## config.mk

```make
export PLATFORM = sky130hd
export DESIGN_NAME = op4_top
export DESIGN_NICKNAME = d
export VERILOG_FILES = /design/src/op4_pkg.sv /design/src/op4_term.sv /design/src/op4_regs.sv /design/src/op4_top.sv
export VERILOG_INCLUDE_DIRS = /design/src
export SDC_FILE = /design/constraint.sdc
export NUM_CORES = 1
export LEC_CHECK = 0
export BUFFER_PORTS_ARGS = -buffer_cell sky130_fd_sc_hd__buf_2
export CELL_PAD_IN_SITES_DETAIL_PLACEMENT = 1
export CELL_PAD_IN_SITES_GLOBAL_PLACEMENT = 1
export CORE_ASPECT_RATIO = 1.5
export CORE_MARGIN = 8
export CORE_UTILIZATION = 46
export DETAILED_ROUTE_END_ITERATION = 8
export PLACE_DENSITY = 0.78
export RECOVER_POWER = 50
export SYNTH_ARGS = -nofsm -noshare
export SYNTH_HDL_FRONTEND = slang
export SYNTH_SLANG_ARGS = --single-unit
```

## constraint.sdc

```tcl
create_clock -name clk_in -period 5 [get_ports clk_in]
set_clock_uncertainty 0.1 [all_clocks]
set_input_delay 1 -clock clk_in [delete_from_list [all_inputs] [get_ports clk_in]]
set_output_delay 1 -clock clk_in [all_outputs]
set_load 0.01 [all_outputs]
```

## src/op4_defines.svh

```systemverilog
// Constants for the fourth sequenced output dependency block
// Assumes a single synchronous clock domain and byte-wide register access
//
// Functional notes
// Term-1 first register: detector primaries, two watchdogs
// Term-1 second register: detector secondaries, logic inputs 1-2
// Term-1 third register: inputs 3-4, outputs; shared bit0
// Term-2 uses 0x20-0x22 and shared bit1
// Cleared select bit makes source irrelevant
// Output deasserts when either term is one
// Manual-reset select bit3 asserts output while low
// Small variant host writes unused select bits zero
// Term is AND of selected good states
`ifndef OP4_DEFINES_SVH
`define OP4_DEFINES_SVH

`define OP4_ADDR_T1_DET_WD  8'h1d
`define OP4_ADDR_T1_SEC_GPI 8'h1e
`define OP4_ADDR_T1_GPI_OUT 8'h1f
`define OP4_ADDR_T2_DET_WD  8'h20
`define OP4_ADDR_T2_SEC_GPI 8'h21
`define OP4_ADDR_T2_GPI_OUT 8'h22
`define OP4_ADDR_OUT8_SEL   8'h23
`define OP4_ADDR_MR_SEL     8'h40

`define OP4_BIT_OUT8_T1     0
`define OP4_BIT_OUT8_T2     1
`define OP4_BIT_MR_SEL      3

// Bit positions of each source group in the term vectors
`define OP4_TERM_WIDTH      25
`define OP4_POS_PRIMARY     0
`define OP4_POS_WATCHDOG    6
`define OP4_POS_SECONDARY   8
`define OP4_POS_GPI_LOW     14
`define OP4_POS_GPI_HIGH    16
`define OP4_POS_OUTPUTS     18
`define OP4_POS_OUT8        24

// Terms reset high, output resets asserted so loads stay held off
`define OP4_TERM_RESET      1'b1
`define OP4_OUT_RESET       1'b1

`define OP4_REG_RESET       8'h00
`define OP4_REG_COUNT       8
`define OP4_UNMAPPED_DATA   8'h00

`endif

```

## src/op4_pkg.sv

```systemverilog
// Types shared by the fourth sequenced output dependency block
// Assumes op4_defines.svh supplies the numeric constants
package op4_pkg;

  // Good-state of every selectable source, one means healthy
  typedef struct packed {
    logic [5:0] detector_primary_ok;
    logic [5:0] detector_secondary_ok;
    logic [1:0] watchdog_ok;
    logic [3:0] logic_input;
    logic       output_eight_ok;
    logic [5:0] other_output_ok;
  } op4_src_s;

  // Register port request
  typedef struct packed {
    logic [7:0] addr;
    logic [7:0] wdata;
    logic       write;
  } op4_req_s;

  typedef enum logic [3:0] {
    OP4_IDX_T1_DET_WD  = 4'h0,
    OP4_IDX_T1_SEC_GPI = 4'h1,
    OP4_IDX_T1_GPI_OUT = 4'h2,
    OP4_IDX_T2_DET_WD  = 4'h3,
    OP4_IDX_T2_SEC_GPI = 4'h4,
    OP4_IDX_T2_GPI_OUT = 4'h5,
    OP4_IDX_OUT8_SEL   = 4'h6,
    OP4_IDX_MR_SEL     = 4'h7,
    OP4_IDX_NONE       = 4'hf
  } op4_idx_e;

endpackage : op4_pkg

```

## src/op4_term.sv

```systemverilog
// One product term: AND of the good states of the selected sources
// Assumes select and source vectors share one bit order
`timescale 1ns/1ns
`include "op4_defines.svh"
module op4_term #(
  parameter int WIDTH = 25
) (
  // Clock and reset
  input  wire logic             clk_in,
  input  wire logic             resetn_in,
  // Term inputs
  input  wire logic [WIDTH-1:0] select_in,
  input  wire logic [WIDTH-1:0] good_in,
  // Term value
  output logic                  term_out
);

  logic next_term;

  always_comb
  begin
    // Unselected bits are forced to one, so an empty term reads one
    next_term = &(good_in | ~select_in); // see
  end

  always_ff @(posedge clk_in)
  begin
    if (!resetn_in)
      term_out <= `OP4_TERM_RESET;
    else
      term_out <= next_term;
  end

endmodule : op4_term

```

## src/op4_regs.sv

```systemverilog
// Small register file for the selection masks, registered read data
// Assumes the caller decodes the address into an index
`timescale 1ns/1ns
`include "op4_defines.svh"
module op4_regs #(
  parameter int COUNT = `OP4_REG_COUNT
) (
  // Clock and reset
  input  wire logic                    clk_in,
  input  wire logic                    resetn_in,
  // Access port
  input  wire logic                    write_in,
  input  wire logic                    hit_in,
  input  wire logic [3:0]              index_in,
  input  wire logic [7:0]              wdata_in,
  // Contents and read data
  output logic      [COUNT-1:0][7:0]   contents_out,
  output logic      [7:0]              rdata_out
);

  logic [COUNT-1:0][7:0] next_contents;
  logic [7:0]            next_rdata;

  always_comb
  begin
    next_contents = contents_out;
    next_rdata    = `OP4_UNMAPPED_DATA;
    if (hit_in)
    begin
      next_rdata = contents_out[index_in[2:0]];
      if (write_in)
        next_contents[index_in[2:0]] = wdata_in;
    end
  end

  always_ff @(posedge clk_in)
  begin
    if (!resetn_in)
    begin
      contents_out <= {COUNT{`OP4_REG_RESET}};
      rdata_out    <= `OP4_UNMAPPED_DATA;
    end
    else
    begin
      contents_out <= next_contents;
      rdata_out    <= next_rdata;
    end
  end

endmodule : op4_regs

```

## src/op4_top.sv

```systemverilog
// Dependency logic of the fourth sequenced output
// Assumes source pins are asynchronous; register port is on clk_in
`timescale 1ns/1ns
`include "op4_defines.svh"
module op4_top (
  // Clock and reset
  input  wire logic             clk_in,
  input  wire logic             resetn_in,
  // Register port
  input  op4_pkg::op4_req_s     req_in,
  output logic      [7:0]       rdata_out,
  // Source pins
  input  op4_pkg::op4_src_s     src_in,
  input  wire logic             manual_reset_n_in,
  // Output and its causes
  output logic                  sequenced_output_four_out,
  output logic                  term1_out,
  output logic                  term2_out
);
  import op4_pkg::*;

  //////////////////////////////////////////////////////////////////////
  // Two-stage synchronisers for every pin
  // Only the second stage is read; the price is two cycles of pin latency
  op4_src_s src_meta;
  op4_src_s src_sync;
  op4_src_s next_src_meta;
  op4_src_s next_src_sync;
  logic     mr_n_meta;
  logic     mr_n_sync;
  logic     next_mr_n_meta;
  logic     next_mr_n_sync;

  always_comb
  begin
    next_src_meta  = src_in;
    next_src_sync  = src_meta;
    next_mr_n_meta = manual_reset_n_in;
    next_mr_n_sync = mr_n_meta;
  end

  always_ff @(posedge clk_in)
  begin
    if (!resetn_in)
    begin
      src_meta  <= '1;
      src_sync  <= '1;
      mr_n_meta <= 1'b1;
      mr_n_sync <= 1'b1;
    end
    else
    begin
      src_meta  <= next_src_meta;
      src_sync  <= next_src_sync;
      mr_n_meta <= next_mr_n_meta;
      mr_n_sync <= next_mr_n_sync;
    end
  end

  //////////////////////////////////////////////////////////////////////
  // Address decode
  op4_idx_e        index;
  logic            hit;
  logic [7:0][7:0] regs;

  always_comb
  begin
    case (req_in.addr)
      `OP4_ADDR_T1_DET_WD:  index = OP4_IDX_T1_DET_WD;
      `OP4_ADDR_T1_SEC_GPI: index = OP4_IDX_T1_SEC_GPI;
      `OP4_ADDR_T1_GPI_OUT: index = OP4_IDX_T1_GPI_OUT;
      `OP4_ADDR_T2_DET_WD:  index = OP4_IDX_T2_DET_WD;
      `OP4_ADDR_T2_SEC_GPI: index = OP4_IDX_T2_SEC_GPI;
      `OP4_ADDR_T2_GPI_OUT: index = OP4_IDX_T2_GPI_OUT;
      `OP4_ADDR_OUT8_SEL:   index = OP4_IDX_OUT8_SEL;
      `OP4_ADDR_MR_SEL:     index = OP4_IDX_MR_SEL;
      default:              index = OP4_IDX_NONE;
    endcase
    hit = (index != OP4_IDX_NONE);
  end

  // Unused select bits on the small variant are the host's to keep zero
  op4_regs #(
    .COUNT (`OP4_REG_COUNT)
  ) u_regs (
    .clk_in       (clk_in),
    .resetn_in    (resetn_in),
    .write_in     (req_in.write),
    .hit_in       (hit),
    .index_in     (index),
    .wdata_in     (req_in.wdata),
    .contents_out (regs),
    .rdata_out    (rdata_out)
  );

  //////////////////////////////////////////////////////////////////////
  // Source vector in register bit order: first, second, third, then bit 24
  // One line per source, so the map reads straight against the masks
  logic [`OP4_TERM_WIDTH-1:0] good;
  logic [`OP4_TERM_WIDTH-1:0] sel1;
  logic [`OP4_TERM_WIDTH-1:0] sel2;

  always_comb
  begin
    // Primary detector results, first register bits 0 to 5
    good[0]  = src_sync.detector_primary_ok[0];
    good[1]  = src_sync.detector_primary_ok[1];
    good[2]  = src_sync.detector_primary_ok[2];
    good[3]  = src_sync.detector_primary_ok[3];
    good[4]  = src_sync.detector_primary_ok[4];
    good[5]  = src_sync.detector_primary_ok[5];
    // Watchdogs, first register bits 6 and 7
    good[6]  = src_sync.watchdog_ok[0];
    good[7]  = src_sync.watchdog_ok[1];
    // Secondary detector results, second register bits 0 to 5
    good[8]  = src_sync.detector_secondary_ok[0];
    good[9]  = src_sync.detector_secondary_ok[1];
    good[10] = src_sync.detector_secondary_ok[2];
    good[11] = src_sync.detector_secondary_ok[3];
    good[12] = src_sync.detector_secondary_ok[4];
    good[13] = src_sync.detector_secondary_ok[5];
    // Logic inputs one and two, second register bits 6 and 7
    good[14] = src_sync.logic_input[0];
    good[15] = src_sync.logic_input[1];
    // Logic inputs three and four, third register bits 0 and 1
    good[16] = src_sync.logic_input[2];
    good[17] = src_sync.logic_input[3];
    // Other outputs in order, third register bits 2 to 7
    good[18] = src_sync.other_output_ok[0];
    good[19] = src_sync.other_output_ok[1];
    good[20] = src_sync.other_output_ok[2];
    good[21] = src_sync.other_output_ok[3];
    good[22] = src_sync.other_output_ok[4];
    good[23] = src_sync.other_output_ok[5];
    // Output eight, selected from the shared register
    good[24] = src_sync.output_eight_ok;
  end

  always_comb
  begin
    // Term one: detector and watchdog register
    sel1[`OP4_POS_PRIMARY+:6]   = regs[OP4_IDX_T1_DET_WD][5:0];
    sel1[`OP4_POS_WATCHDOG+:2]  = regs[OP4_IDX_T1_DET_WD][7:6];
    // Secondary detector and logic input register
    sel1[`OP4_POS_SECONDARY+:6] = regs[OP4_IDX_T1_SEC_GPI][5:0];
    sel1[`OP4_POS_GPI_LOW+:2]   = regs[OP4_IDX_T1_SEC_GPI][7:6];
    // Logic input and output register, output eight from the shared one
    sel1[`OP4_POS_GPI_HIGH+:2]  = regs[OP4_IDX_T1_GPI_OUT][1:0];
    sel1[`OP4_POS_OUTPUTS+:6]   = regs[OP4_IDX_T1_GPI_OUT][7:2];
    sel1[`OP4_POS_OUT8]         = regs[OP4_IDX_OUT8_SEL][`OP4_BIT_OUT8_T1];
  end

  always_comb
  begin
    // Term two: same layout, shared register bit 1 for output eight
    sel2[`OP4_POS_PRIMARY+:6]   = regs[OP4_IDX_T2_DET_WD][5:0];
    sel2[`OP4_POS_WATCHDOG+:2]  = regs[OP4_IDX_T2_DET_WD][7:6];
    sel2[`OP4_POS_SECONDARY+:6] = regs[OP4_IDX_T2_SEC_GPI][5:0];
    sel2[`OP4_POS_GPI_LOW+:2]   = regs[OP4_IDX_T2_SEC_GPI][7:6];
    sel2[`OP4_POS_GPI_HIGH+:2]  = regs[OP4_IDX_T2_GPI_OUT][1:0];
    sel2[`OP4_POS_OUTPUTS+:6]   = regs[OP4_IDX_T2_GPI_OUT][7:2];
    sel2[`OP4_POS_OUT8]         = regs[OP4_IDX_OUT8_SEL][`OP4_BIT_OUT8_T2];
  end

  op4_term #(
    .WIDTH (`OP4_TERM_WIDTH)
  ) u_term1 (
    .clk_in    (clk_in),
    .resetn_in (resetn_in),
    .select_in (sel1),
    .good_in   (good),
    .term_out  (term1_out)
  );

  op4_term #(
    .WIDTH (`OP4_TERM_WIDTH)
  ) u_term2 (
    .clk_in    (clk_in),
    .resetn_in (resetn_in),
    .select_in (sel2),
    .good_in   (good),
    .term_out  (term2_out)
  );

  //////////////////////////////////////////////////////////////////////
  // Output: manual reset overrides the terms, since it is a forced assert
  logic next_out;
  logic mr_assert;

  always_comb
  begin
    mr_assert = regs[OP4_IDX_MR_SEL][`OP4_BIT_MR_SEL] & ~mr_n_sync;
    next_out  = ~(term1_out | term2_out);
    if (mr_assert)
      next_out = 1'b1;
  end

  always_ff @(posedge clk_in)
  begin
    if (!resetn_in)
      sequenced_output_four_out <= `OP4_OUT_RESET;
    else
      sequenced_output_four_out <= next_out;
  end

endmodule : op4_top

```

# --- After elaboration in Yosys (flattened, before gate mapping) ---
# Index checks and enable logic that the tools add are counted.
totals:
  register_bits: 127
  out_inout_bits: 11
op_classes:
  magnitude_cmp: 2
  n_eq_ne: 9
  n_mux: 6
  n_bitwise: 9
  reduce_logical: 6
op_table:
  columns: ["cell", "n"]
  rows:
  - ["64-bit bitwise mux", 1]
  - ["25-bit NOT", 2]
  - ["25-bit bitwise OR", 2]
  - ["25-bit AND reduction", 2]
  - ["8-bit by 6-bit == test with 1-bit output, second input constant", 4]
  - ["4-bit case mux with 8 select lines", 1]
  - ["8-bit binary-select mux with 3-bit select", 1]
  - ["8-bit demux with 3-bit select", 1]
  - ["8-bit by 5-bit == test with 1-bit output, second input constant", 3]
  - ["8-bit 2-to-1 mux", 2]
  - ["8-bit by 7-bit == test with 1-bit output, second input constant", 1]
  - ["3-bit by 4-bit less-than comparator with 1-bit output, second input constant", 1]
  - ["4-bit != test, second input constant", 1]
  - ["2-bit AND reduction", 2]
  - ["3-bit by 1-bit greater-or-equal comparator with 1-bit output, second input constant", 1]
  - ["1-bit NOT", 3]
  - ["2-bit OR reduction", 1]
  - ["1-bit bitwise AND", 1]
  - ["1-bit logical AND", 1]
  - ["1-bit bitwise OR", 1]

# --- Longest topological paths before layout ---
# Gate-level depths: netlist (run 1).
logic_depth:
  ltp_word: 7
  mapped_depth: 9

# --- Cells and area by module ---
# From an unflattened synthesis (run 1), not the netlist that was laid out.
hier_totals:
  cells_unflattened: 597
  hier_area_um2: 5471.5
modules_own_cells:
  columns: ["module", "instances", "cells_each", "area_per_inst_um2"]
  rows:
  - ["op4_regs", 1, 387, 3465.8]
  - ["op4_top", 1, 130, 1540.2]
  - ["op4_term", 2, 40, 232.7]

# --- Worst setup path after synthesis (run 1) ---
# OpenSTA, ideal clock, no wires.
synth_timing:
  kind: "input to register"
  from: "input req_in[13] in the netlist's numbering"
  to: "register u_regs.contents_out[32] in the netlist's numbering"
  setup_time_ps: 116
  arrival_time_ps: 2970
  setup_slack_ps: 1814
  cell_stages: 9
  n_path_buf: 3
  cell_sequence: "or4b_1 or3_1 buf_2 or2_0 buf_2 or3_1 buf_6 mux2i_1 nor2b_1"
synth_via:
  elab_chain_cells: 7
  word_cells_on_any_way: 17
synth_lines:
  columns: ["element", "line", "text"]
  rows:
  - ["from (decl)", "op4_top.sv:10", "input op4_pkg::op4_req_s req_in,"]
  - ["8-bit by 7-bit == test with 1-bit output (tied with other cells)", "op4_top.sv:68", "case (req_in.addr)"]
  - ["4-bit case mux with 8 select lines (*)", "op4_top.sv:68", null]
  - ["3-bit by 4-bit less-than comparator with 1-bit output (implied by the code) / 3-bit by 1-bit greater-or-equal comparator with 1-bit output (equally long branches)", "op4_regs.sv:32", "next_contents[index_in[2:0]] = wdata_in;"]
  - ["1-bit logical AND (implied by the code)", "op4_regs.sv:32", null]
  - ["8-bit 2-to-1 mux (implied by the code)", "op4_regs.sv:32", null]
  - ["8-bit demux with 3-bit select", null, null]
  - ["64-bit bitwise mux", "op4_regs.sv:32", null]
  - ["to (signal assigned)", "op4_regs.sv:40", "contents_out <= {COUNT{`OP4_REG_RESET}};"]
  - ["to (signal assigned)", "op4_regs.sv:45", "contents_out <= next_contents;"]
  - ["to (decl)", "op4_regs.sv:17", "output logic [COUNT-1:0][7:0] contents_out,"]
# Mark *: on every way between the ends. The rest lies on a longest branch, timed or not.
# A chain may end at the register's enable or synchronous reset.

# --- Final worst setup path (run 1) ---
layout_timing:
  from: "input resetn_in"
  to: "register u_regs.rdata_out[6]"
layout_via:
  elab_chain_cells: 1
layout_lines:
  columns: ["element", "line", "text"]
  rows:
  - ["from (decl)", "op4_top.sv:8", "input wire logic resetn_in,"]
  - ["2-bit AND reduction (no line)", null, null]
  - ["to (signal assigned)", "op4_regs.sv:41", "rdata_out <= `OP4_UNMAPPED_DATA;"]
  - ["to (signal assigned)", "op4_regs.sv:46", "rdata_out <= next_rdata;"]
  - ["to (decl)", "op4_regs.sv:18", "output logic [7:0] rdata_out"]
# Every way passes these cells.

==> results of run 1 <==
-- cell usage in the layout (no fill, tap or decap), types with 3 or more instances in the layout --
cell type / netlist / final
o21a_1: 11 / 11
a221oi_1: 8 / 8
buf_2: 5 / 43
a22o_1: 8 / 8
inv_1: 28 / 28
nand2b_1: 52 / 52
a21oi_1: 4 / 4
clkinvlp_4: 0 / 3
mux2i_1: 86 / 86
nor2b_1: 60 / 60
dfxtp_1: 127 / 127
or3_1: 3 / 3
nand2_1: 13 / 13
nand3_1: 4 / 4
a21boi_0: 9 / 9
o21ai_0: 10 / 10
clkbuf_1: 28 / 13
nor2_1: 6 / 6
o22ai_1: 15 / 15
bufinv_16: 0 / 5
clkbuf_16: 0 / 17
-- where the power goes --
group | switching [W] | total (W) | internal, W
clock network | 0.000448 | 0.00135 | 0.000899
logic | 0.0000529 | 0.0000907 | 0.0000378
registers | 0.00000512 | 0.00104 | 0.00103
total | 0.000506 | 0.00248 | 0.00197
-- worst paths after layout --
path,from,end,slack (ns),cells after the start
setup / recovery,resetn_in,u_regs.rdata_out[6],1.32,3
hold / removal,next_src_sync[22],good[3],0.30,1
setup reg to reg,good[4],u_term2.term_out,3.22,6
hold reg to reg,next_src_sync[22],good[3],0.30,1
-- synthesized netlist by cell type, types with 3 or more instances --
| cell | n |
|---|---|
| dfxtp_1 | 127 |
| a22o_1 | 8 |
| nand2b_1 | 52 |
| inv_1 | 28 |
| nand3_1 | 4 |
| nand2_1 | 13 |
| o21ai_0 | 10 |
| o21a_1 | 11 |
| clkbuf_1 | 28 |
| nor2b_1 | 60 |
| nor2_1 | 6 |
| buf_2 | 5 |
| a221oi_1 | 8 |
| mux2i_1 | 86 |
| a21boi_0 | 9 |
| or3_1 | 3 |
| a21oi_1 | 4 |
| o22ai_1 | 15 |
-- per-layer routing --
metal | vias to the layer above | part of all wire | track usage | wire, um
met1 | 1924 | 0.38 | 0.210 | 5600
met3 | 39 | 0.046 | 0.0417 | 676
met4 | 0 | 0.042 | 0.122 | 611
met5 | - | 0 | 0 | 0
li1 | 1811 | - | - | -
met2 | 129 | 0.53 | 0.359 | 7760
-- area by class of cell --
| class | count | area [um2] |
|---|---|---|
| clock inverters | 13 | 209 |
| fillers | 1242 | 4870 |
| flip-flops and latches | 127 | 2540 |
| multi-input cells | 317 | 2360 |
| clock buffers | 19 | 443 |
| well taps | 147 | 184 |
| repair buffers | 57 | 275 |
| inverters | 28 | 105 |
-- state kept, by name, summed over array words and instances (netlist names) --
signal,cells
sequenced_output_four_out,1
good,25
u_regs.contents_out,64
mr_n_meta,1
next_src_sync,25
mr_n_sync,1
u_term1.term_out,1
u_regs.rdata_out,8
u_term2.term_out,1
-- logic make-up after synthesis --
logic type | Yosys count | synth area share
flip-flops | 127 | 0.493
XOR/XNOR | 1 | 0.00170
AND/OR/NAND/NOR | 153 | 0.181
buffers and inverters | 63 | 0.0492
multiplexers | 86 | 0.167
AO/OA/AOI/OAI | 77 | 0.109
-- worst register-to-register path, delay by kind of cell (launching register included) --
family	cells	cell delay, ns
AOI/OAI and AO/OA	4	0.94
buffers and inverters	1	0.08
DFF	1	0.31
and+or+nand+nor	1	0.23
-- stage by stage --
stage                     hold slack (ns)   util  power (W)
after floorplan                     0.286      -    0.00111
after global placement              0.288  0.499    0.00115
after detailed placement            0.295  0.499    0.00115
after CTS                           0.304  0.558    0.00250
after global routing                0.313  0.557    0.00255
final                               0.300  0.557    0.00248
==> reports/metrics.cfg, run 1 <==
[synthesis]
syn_inst=507
yosysWarnings=0
ys_top_cells_by_area=dfxtp_1 (49%), mux2i_1 (17%), nor2b_1 (7.3%)
async_flop_share=0
yosysTopAreaCellShare=0.493
synthFlopType=dfxtp_1
synth_edf_count=0
yosysSeqAreaShare=0.493
yosys.area.top_type=dfxtp_1
yosysUniqueCellTypes=42
synth_seq_cells=127
syn_area_mm2=0.00516
syn_area_per_cell_um2=10.2
synth_nets=552

[routing]
wl_per_cell_um=20.7
num_vias=3903
viasPerCell=5.51
ant_nets=0
route.detailed.drc=0
dr.pass1.iters=5
wl_um=14600
drt_iter0_markers=215

[clock_network]
clock-sinks=127
cts.hold.buffers_added=0
clk_path_buf_depth=2
htree_levels=4
clk_latency_ns=0.41
cts_setup_buffers=0
cts_resized=0
cts.clk_slew.worst_paths_ns=0.06
root_buffer=clkbuf_16
cts_tree=built
numCtsBuffers=17

[outcome]
status=finished, violations left
violations=capacitance limit, slew limit

[setup_path]
max_stage_delay_ns=1.59
crit_path_end_kind=register
arrival_ns=3.92
cp_max_fo=61
cp_cell_sequence=clkbuf_1, a21boi_0, o21a_1
cp.required_ns=5.24
crit_family=buffers and inverters
worstPathBufferInverterCount=1
cp_slowest_cell=clkbuf_1
worstSetupPathType=in2reg
start_kind=primary input

[cells_and_area]
drive_gt1_frac=0.146
antenna_cells=0
fin_area_mm2=0.00612
area_growth_pct=18.6
nets=593
final_cells=708

[placed_design]
hpwl_um=10500
place_area_mm2=0.00549
io_buffer_count=55
dp_slack_ns=1.33
placed_cells=676
place.gp.congestion=0.953

[job]
drv_cap=1

[pwr]
leakage_nw=2.72
ir_worst_vdd_mv=0.313
p_per_area_mw_per_mm2=404

[sta]
fin_crit_sh=0.736
worst_pin_slew_ns=2.28
setup_ws_ns=1.32
finalSetupViolCount=0
finalMaxSlewViolations=62
layout_min_cycle_time_ns=3.68
rsz0062_at_grt=no
hold_viol=0
tns_ns=0
relSlewSlack=-0.522
fmax_mhz=272

[floorplan]
start_util=0.469
io_pins=56
die-width_um=102
fp.dieH_um=146
rows=47
core_region_area_mm2=0.0110
die_area_mm2=0.0149

[global_route]
grt_util_all_layers=0.203
grt_max_degree=62
grt_pass1_vias=4127
grt_pass1_wl_um=22500
antenna_found_initial=0
grt_overflow_total=0

[worst_hold_path]
holdCritPathClass=reg2reg

(Power assumes the default switching activity.)
==> run 2: changes to the inputs <==
Settings changed: CORE_UTILIZATION 46 to 45, PLACE_DENSITY 0.78 to 0.76.
Clock period 5 ns to 3.7 ns, I/O delays scaled along.
==> run 2 against run 1 <==
Net effect:
- the run now ends clean
- non-clock buffer count grew 6
- combinational power grew 36%
- via count is essentially flat
- global-route usage grew 0.23 points
- routed wire length is essentially flat
- final cell count grew 1.3%
- critical endpoint is now u_regs.contents_out[34]
- largest power group unchanged
==> reports/metrics.cfg, run 2 (same netlist as run 1, synthesis figures left out) <==
[outcome]
status=completed

[clock_network]
cts_resized=0  ; unchanged
htree_levels=4  ; unchanged
numCtsBuffers=17  ; unchanged
cts_setup_buffers=0  ; unchanged
clk_latency_ns=0.41  ; about the same
cts_tree=built
cts.clk_slew.worst_paths_ns=0.05  ; about the same
clock-sinks=127  ; unchanged
root_buffer=clkbuf_16
clk_path_buf_depth=2  ; unchanged
cts.hold.buffers_added=0  ; unchanged

[cells_and_area]
nets=599  ; +1.0%
drive_gt1_frac=0.148  ; +0.00198
fillers=1252  ; +0.81%
final_common_cell=dfxtp_1
top_register=u_regs.contents_out
antenna_cells=0  ; unchanged
area_growth_pct=18.3
largest_reg_flops=64  ; unchanged
final_cell_mix=dfxtp_1 (127), mux2i_1 (86), nor2b_1 (60)

[floorplan]
rows=48  ; +2.1%
fp.dieH_um=147  ; +0.98%
die-width_um=103  ; +0.93%
die_area_mm2=0.0152  ; +1.9%
start_util=0.455  ; -0.0146
core_region_area_mm2=0.0114  ; +3.2%
io_pins=56  ; unchanged

[setup_path]
cp_common_cell=or3_1
cp_cell_sequence=clkbuf_1, or4b_1, or3_1, or2_0, or3_1, mux2i_1, nor2b_1
cp.required_ns=3.90  ; -1.34 ns
crit_family=simple AND/OR/NAND/NOR gates
cp_slowest_cell=or3_1
crit_path_end_kind=register
max_stage_delay_ns=0.59  ; -1.00 ns
cp_max_fo=8  ; -87%
arrival_ns=3.14  ; -0.78 ns
worstPathBufferInverterCount=1  ; unchanged
r2r_setup_slack_ns=1.85  ; -1.37 ns
worstSetupPathType=in2reg
start_kind=primary input

[routing]
drt_iter0_markers=197  ; -8.4%
wl_um=14600  ; about the same
dr.pass1.iters=5  ; unchanged
route.detailed.drc=0  ; unchanged
viasPerCell=5.45  ; -1.2%
wl_per_cell_um=20.4  ; -1.3%
ant_nets=0  ; unchanged
num_vias=3906  ; +0.077%

[placed_design]
place.gp.congestion=0.979  ; +2.7%
dp_slack_ns=0.369  ; -0.964 ns
io_buffer_count=55  ; unchanged
hpwl_um=10500  ; -0.11%

[global_route]
antenna_found_initial=0  ; unchanged
grt_pass1_vias=4365  ; +5.8%
grt_max_degree=78  ; +26%
grt_pass1_wl_um=23300  ; +3.7%
grt_overflow_total=0  ; unchanged
grt_util_all_layers=0.205  ; +0.00232

[pwr]
p_int_w=0.00247  ; +25%
power.net_switching_w=0.000666  ; +32%
pwr-share-comb=0.039  ; +0.002
leakage_nw=2.72  ; -0.22%
p_per_area_mw_per_mm2=514  ; +27%
p_seq_frac=0.447  ; +0.028
ir_worst_vdd_mv=0.348  ; +11%
p_clk_frac=0.514  ; -0.030
swShare=0.212  ; +0.00803

[sta]
fin_crit_sh=0.796
tns_ns=0  ; unchanged
finalSetupViolCount=0  ; unchanged
worst_pin_slew_ns=0.997  ; -1.28 ns
setup_ws_ns=0.753  ; -0.567 ns
fmax_mhz=339
hold_viol=0  ; unchanged
relSlewSlack=0.335  ; +0.857
layout_min_cycle_time_ns=2.95
rsz0062_at_grt=no
finalMaxSlewViolations=0  ; -100%
whs_ns=0.304  ; +0.00426 ns

[worst_hold_path]
holdCritPathClass=reg2reg

[job]
drv_cap=0  ; -1

==> run 2: cell types whose count changed in the layout (fill, tap and decap cells not counted) <==
| cell | before | now |
|---|---|---|
| bufinv_16 | 5 | 2 |
| buf_4 | 2 | 6 |
| clkinv_2 | 2 | 4 |
| inv_6 | 2 | 1 |
| buf_2 | 43 | 42 |
| clkbuf_8 | 1 | 2 |
| clkinv_4 | 1 | 0 |
| buf_12 | 0 | 1 |
| clkbuf_1 | 13 | 17 |
==> run 2: worst paths after layout <==
kind | start | cells after the start | to
min reg2reg | next_src_sync[2] | 1 | good[20]
max reg2reg | good[6] | 6 | u_term1.term_out
min | next_src_sync[2] | 1 | good[20]
max | req_in[13] | 7 | u_regs.contents_out[34]
==> run 2: metrics by stage <==
step	utilization	total power, W	cell area (um2)	cells
2_1_floorplan	-	0.00150	5160	507
3_3_place_gp	0.489	0.00155	5550	685
3_5_place_dp	0.489	0.00155	5550	685
4_1_cts	0.539	0.00317	6120	717
5_1_grt	0.538	0.00324	6100	717
6_report	0.538	0.00314	6100	717
==> run 2: cell type report <==
cell class	instances	area (um2)	area share
Clock buffer	22	464	0.0761
Clock inverter	10	111	0.0182
Inverter	28	105	0.0172
Multi-Input combinational cell	317	2360	0.387
Sequential cell	127	2540	0.417
Tap cell	150	188	0.0308
Timing Repair Buffer	63	328	0.0537
==> run 2: power groups by stage <==
stage               registers (W)  logic [W]  clock network, W
floorplan                 0.00143  0.0000735                 0
global placement          0.00143   0.000119                 0
detailed placement        0.00143   0.000123                 0
CTS                       0.00140   0.000124           0.00164
global route              0.00140   0.000135           0.00170
finish                    0.00140   0.000123           0.00161
==> run 2: routing by layer <==
metal,share of wire,vias up,global-route usage
li1,-,1826,-
met1,0.37,1861,0.213
met2,0.52,149,0.355
met3,0.040,70,0.0369
met4,0.065,0,0.147
met5,0,-,0
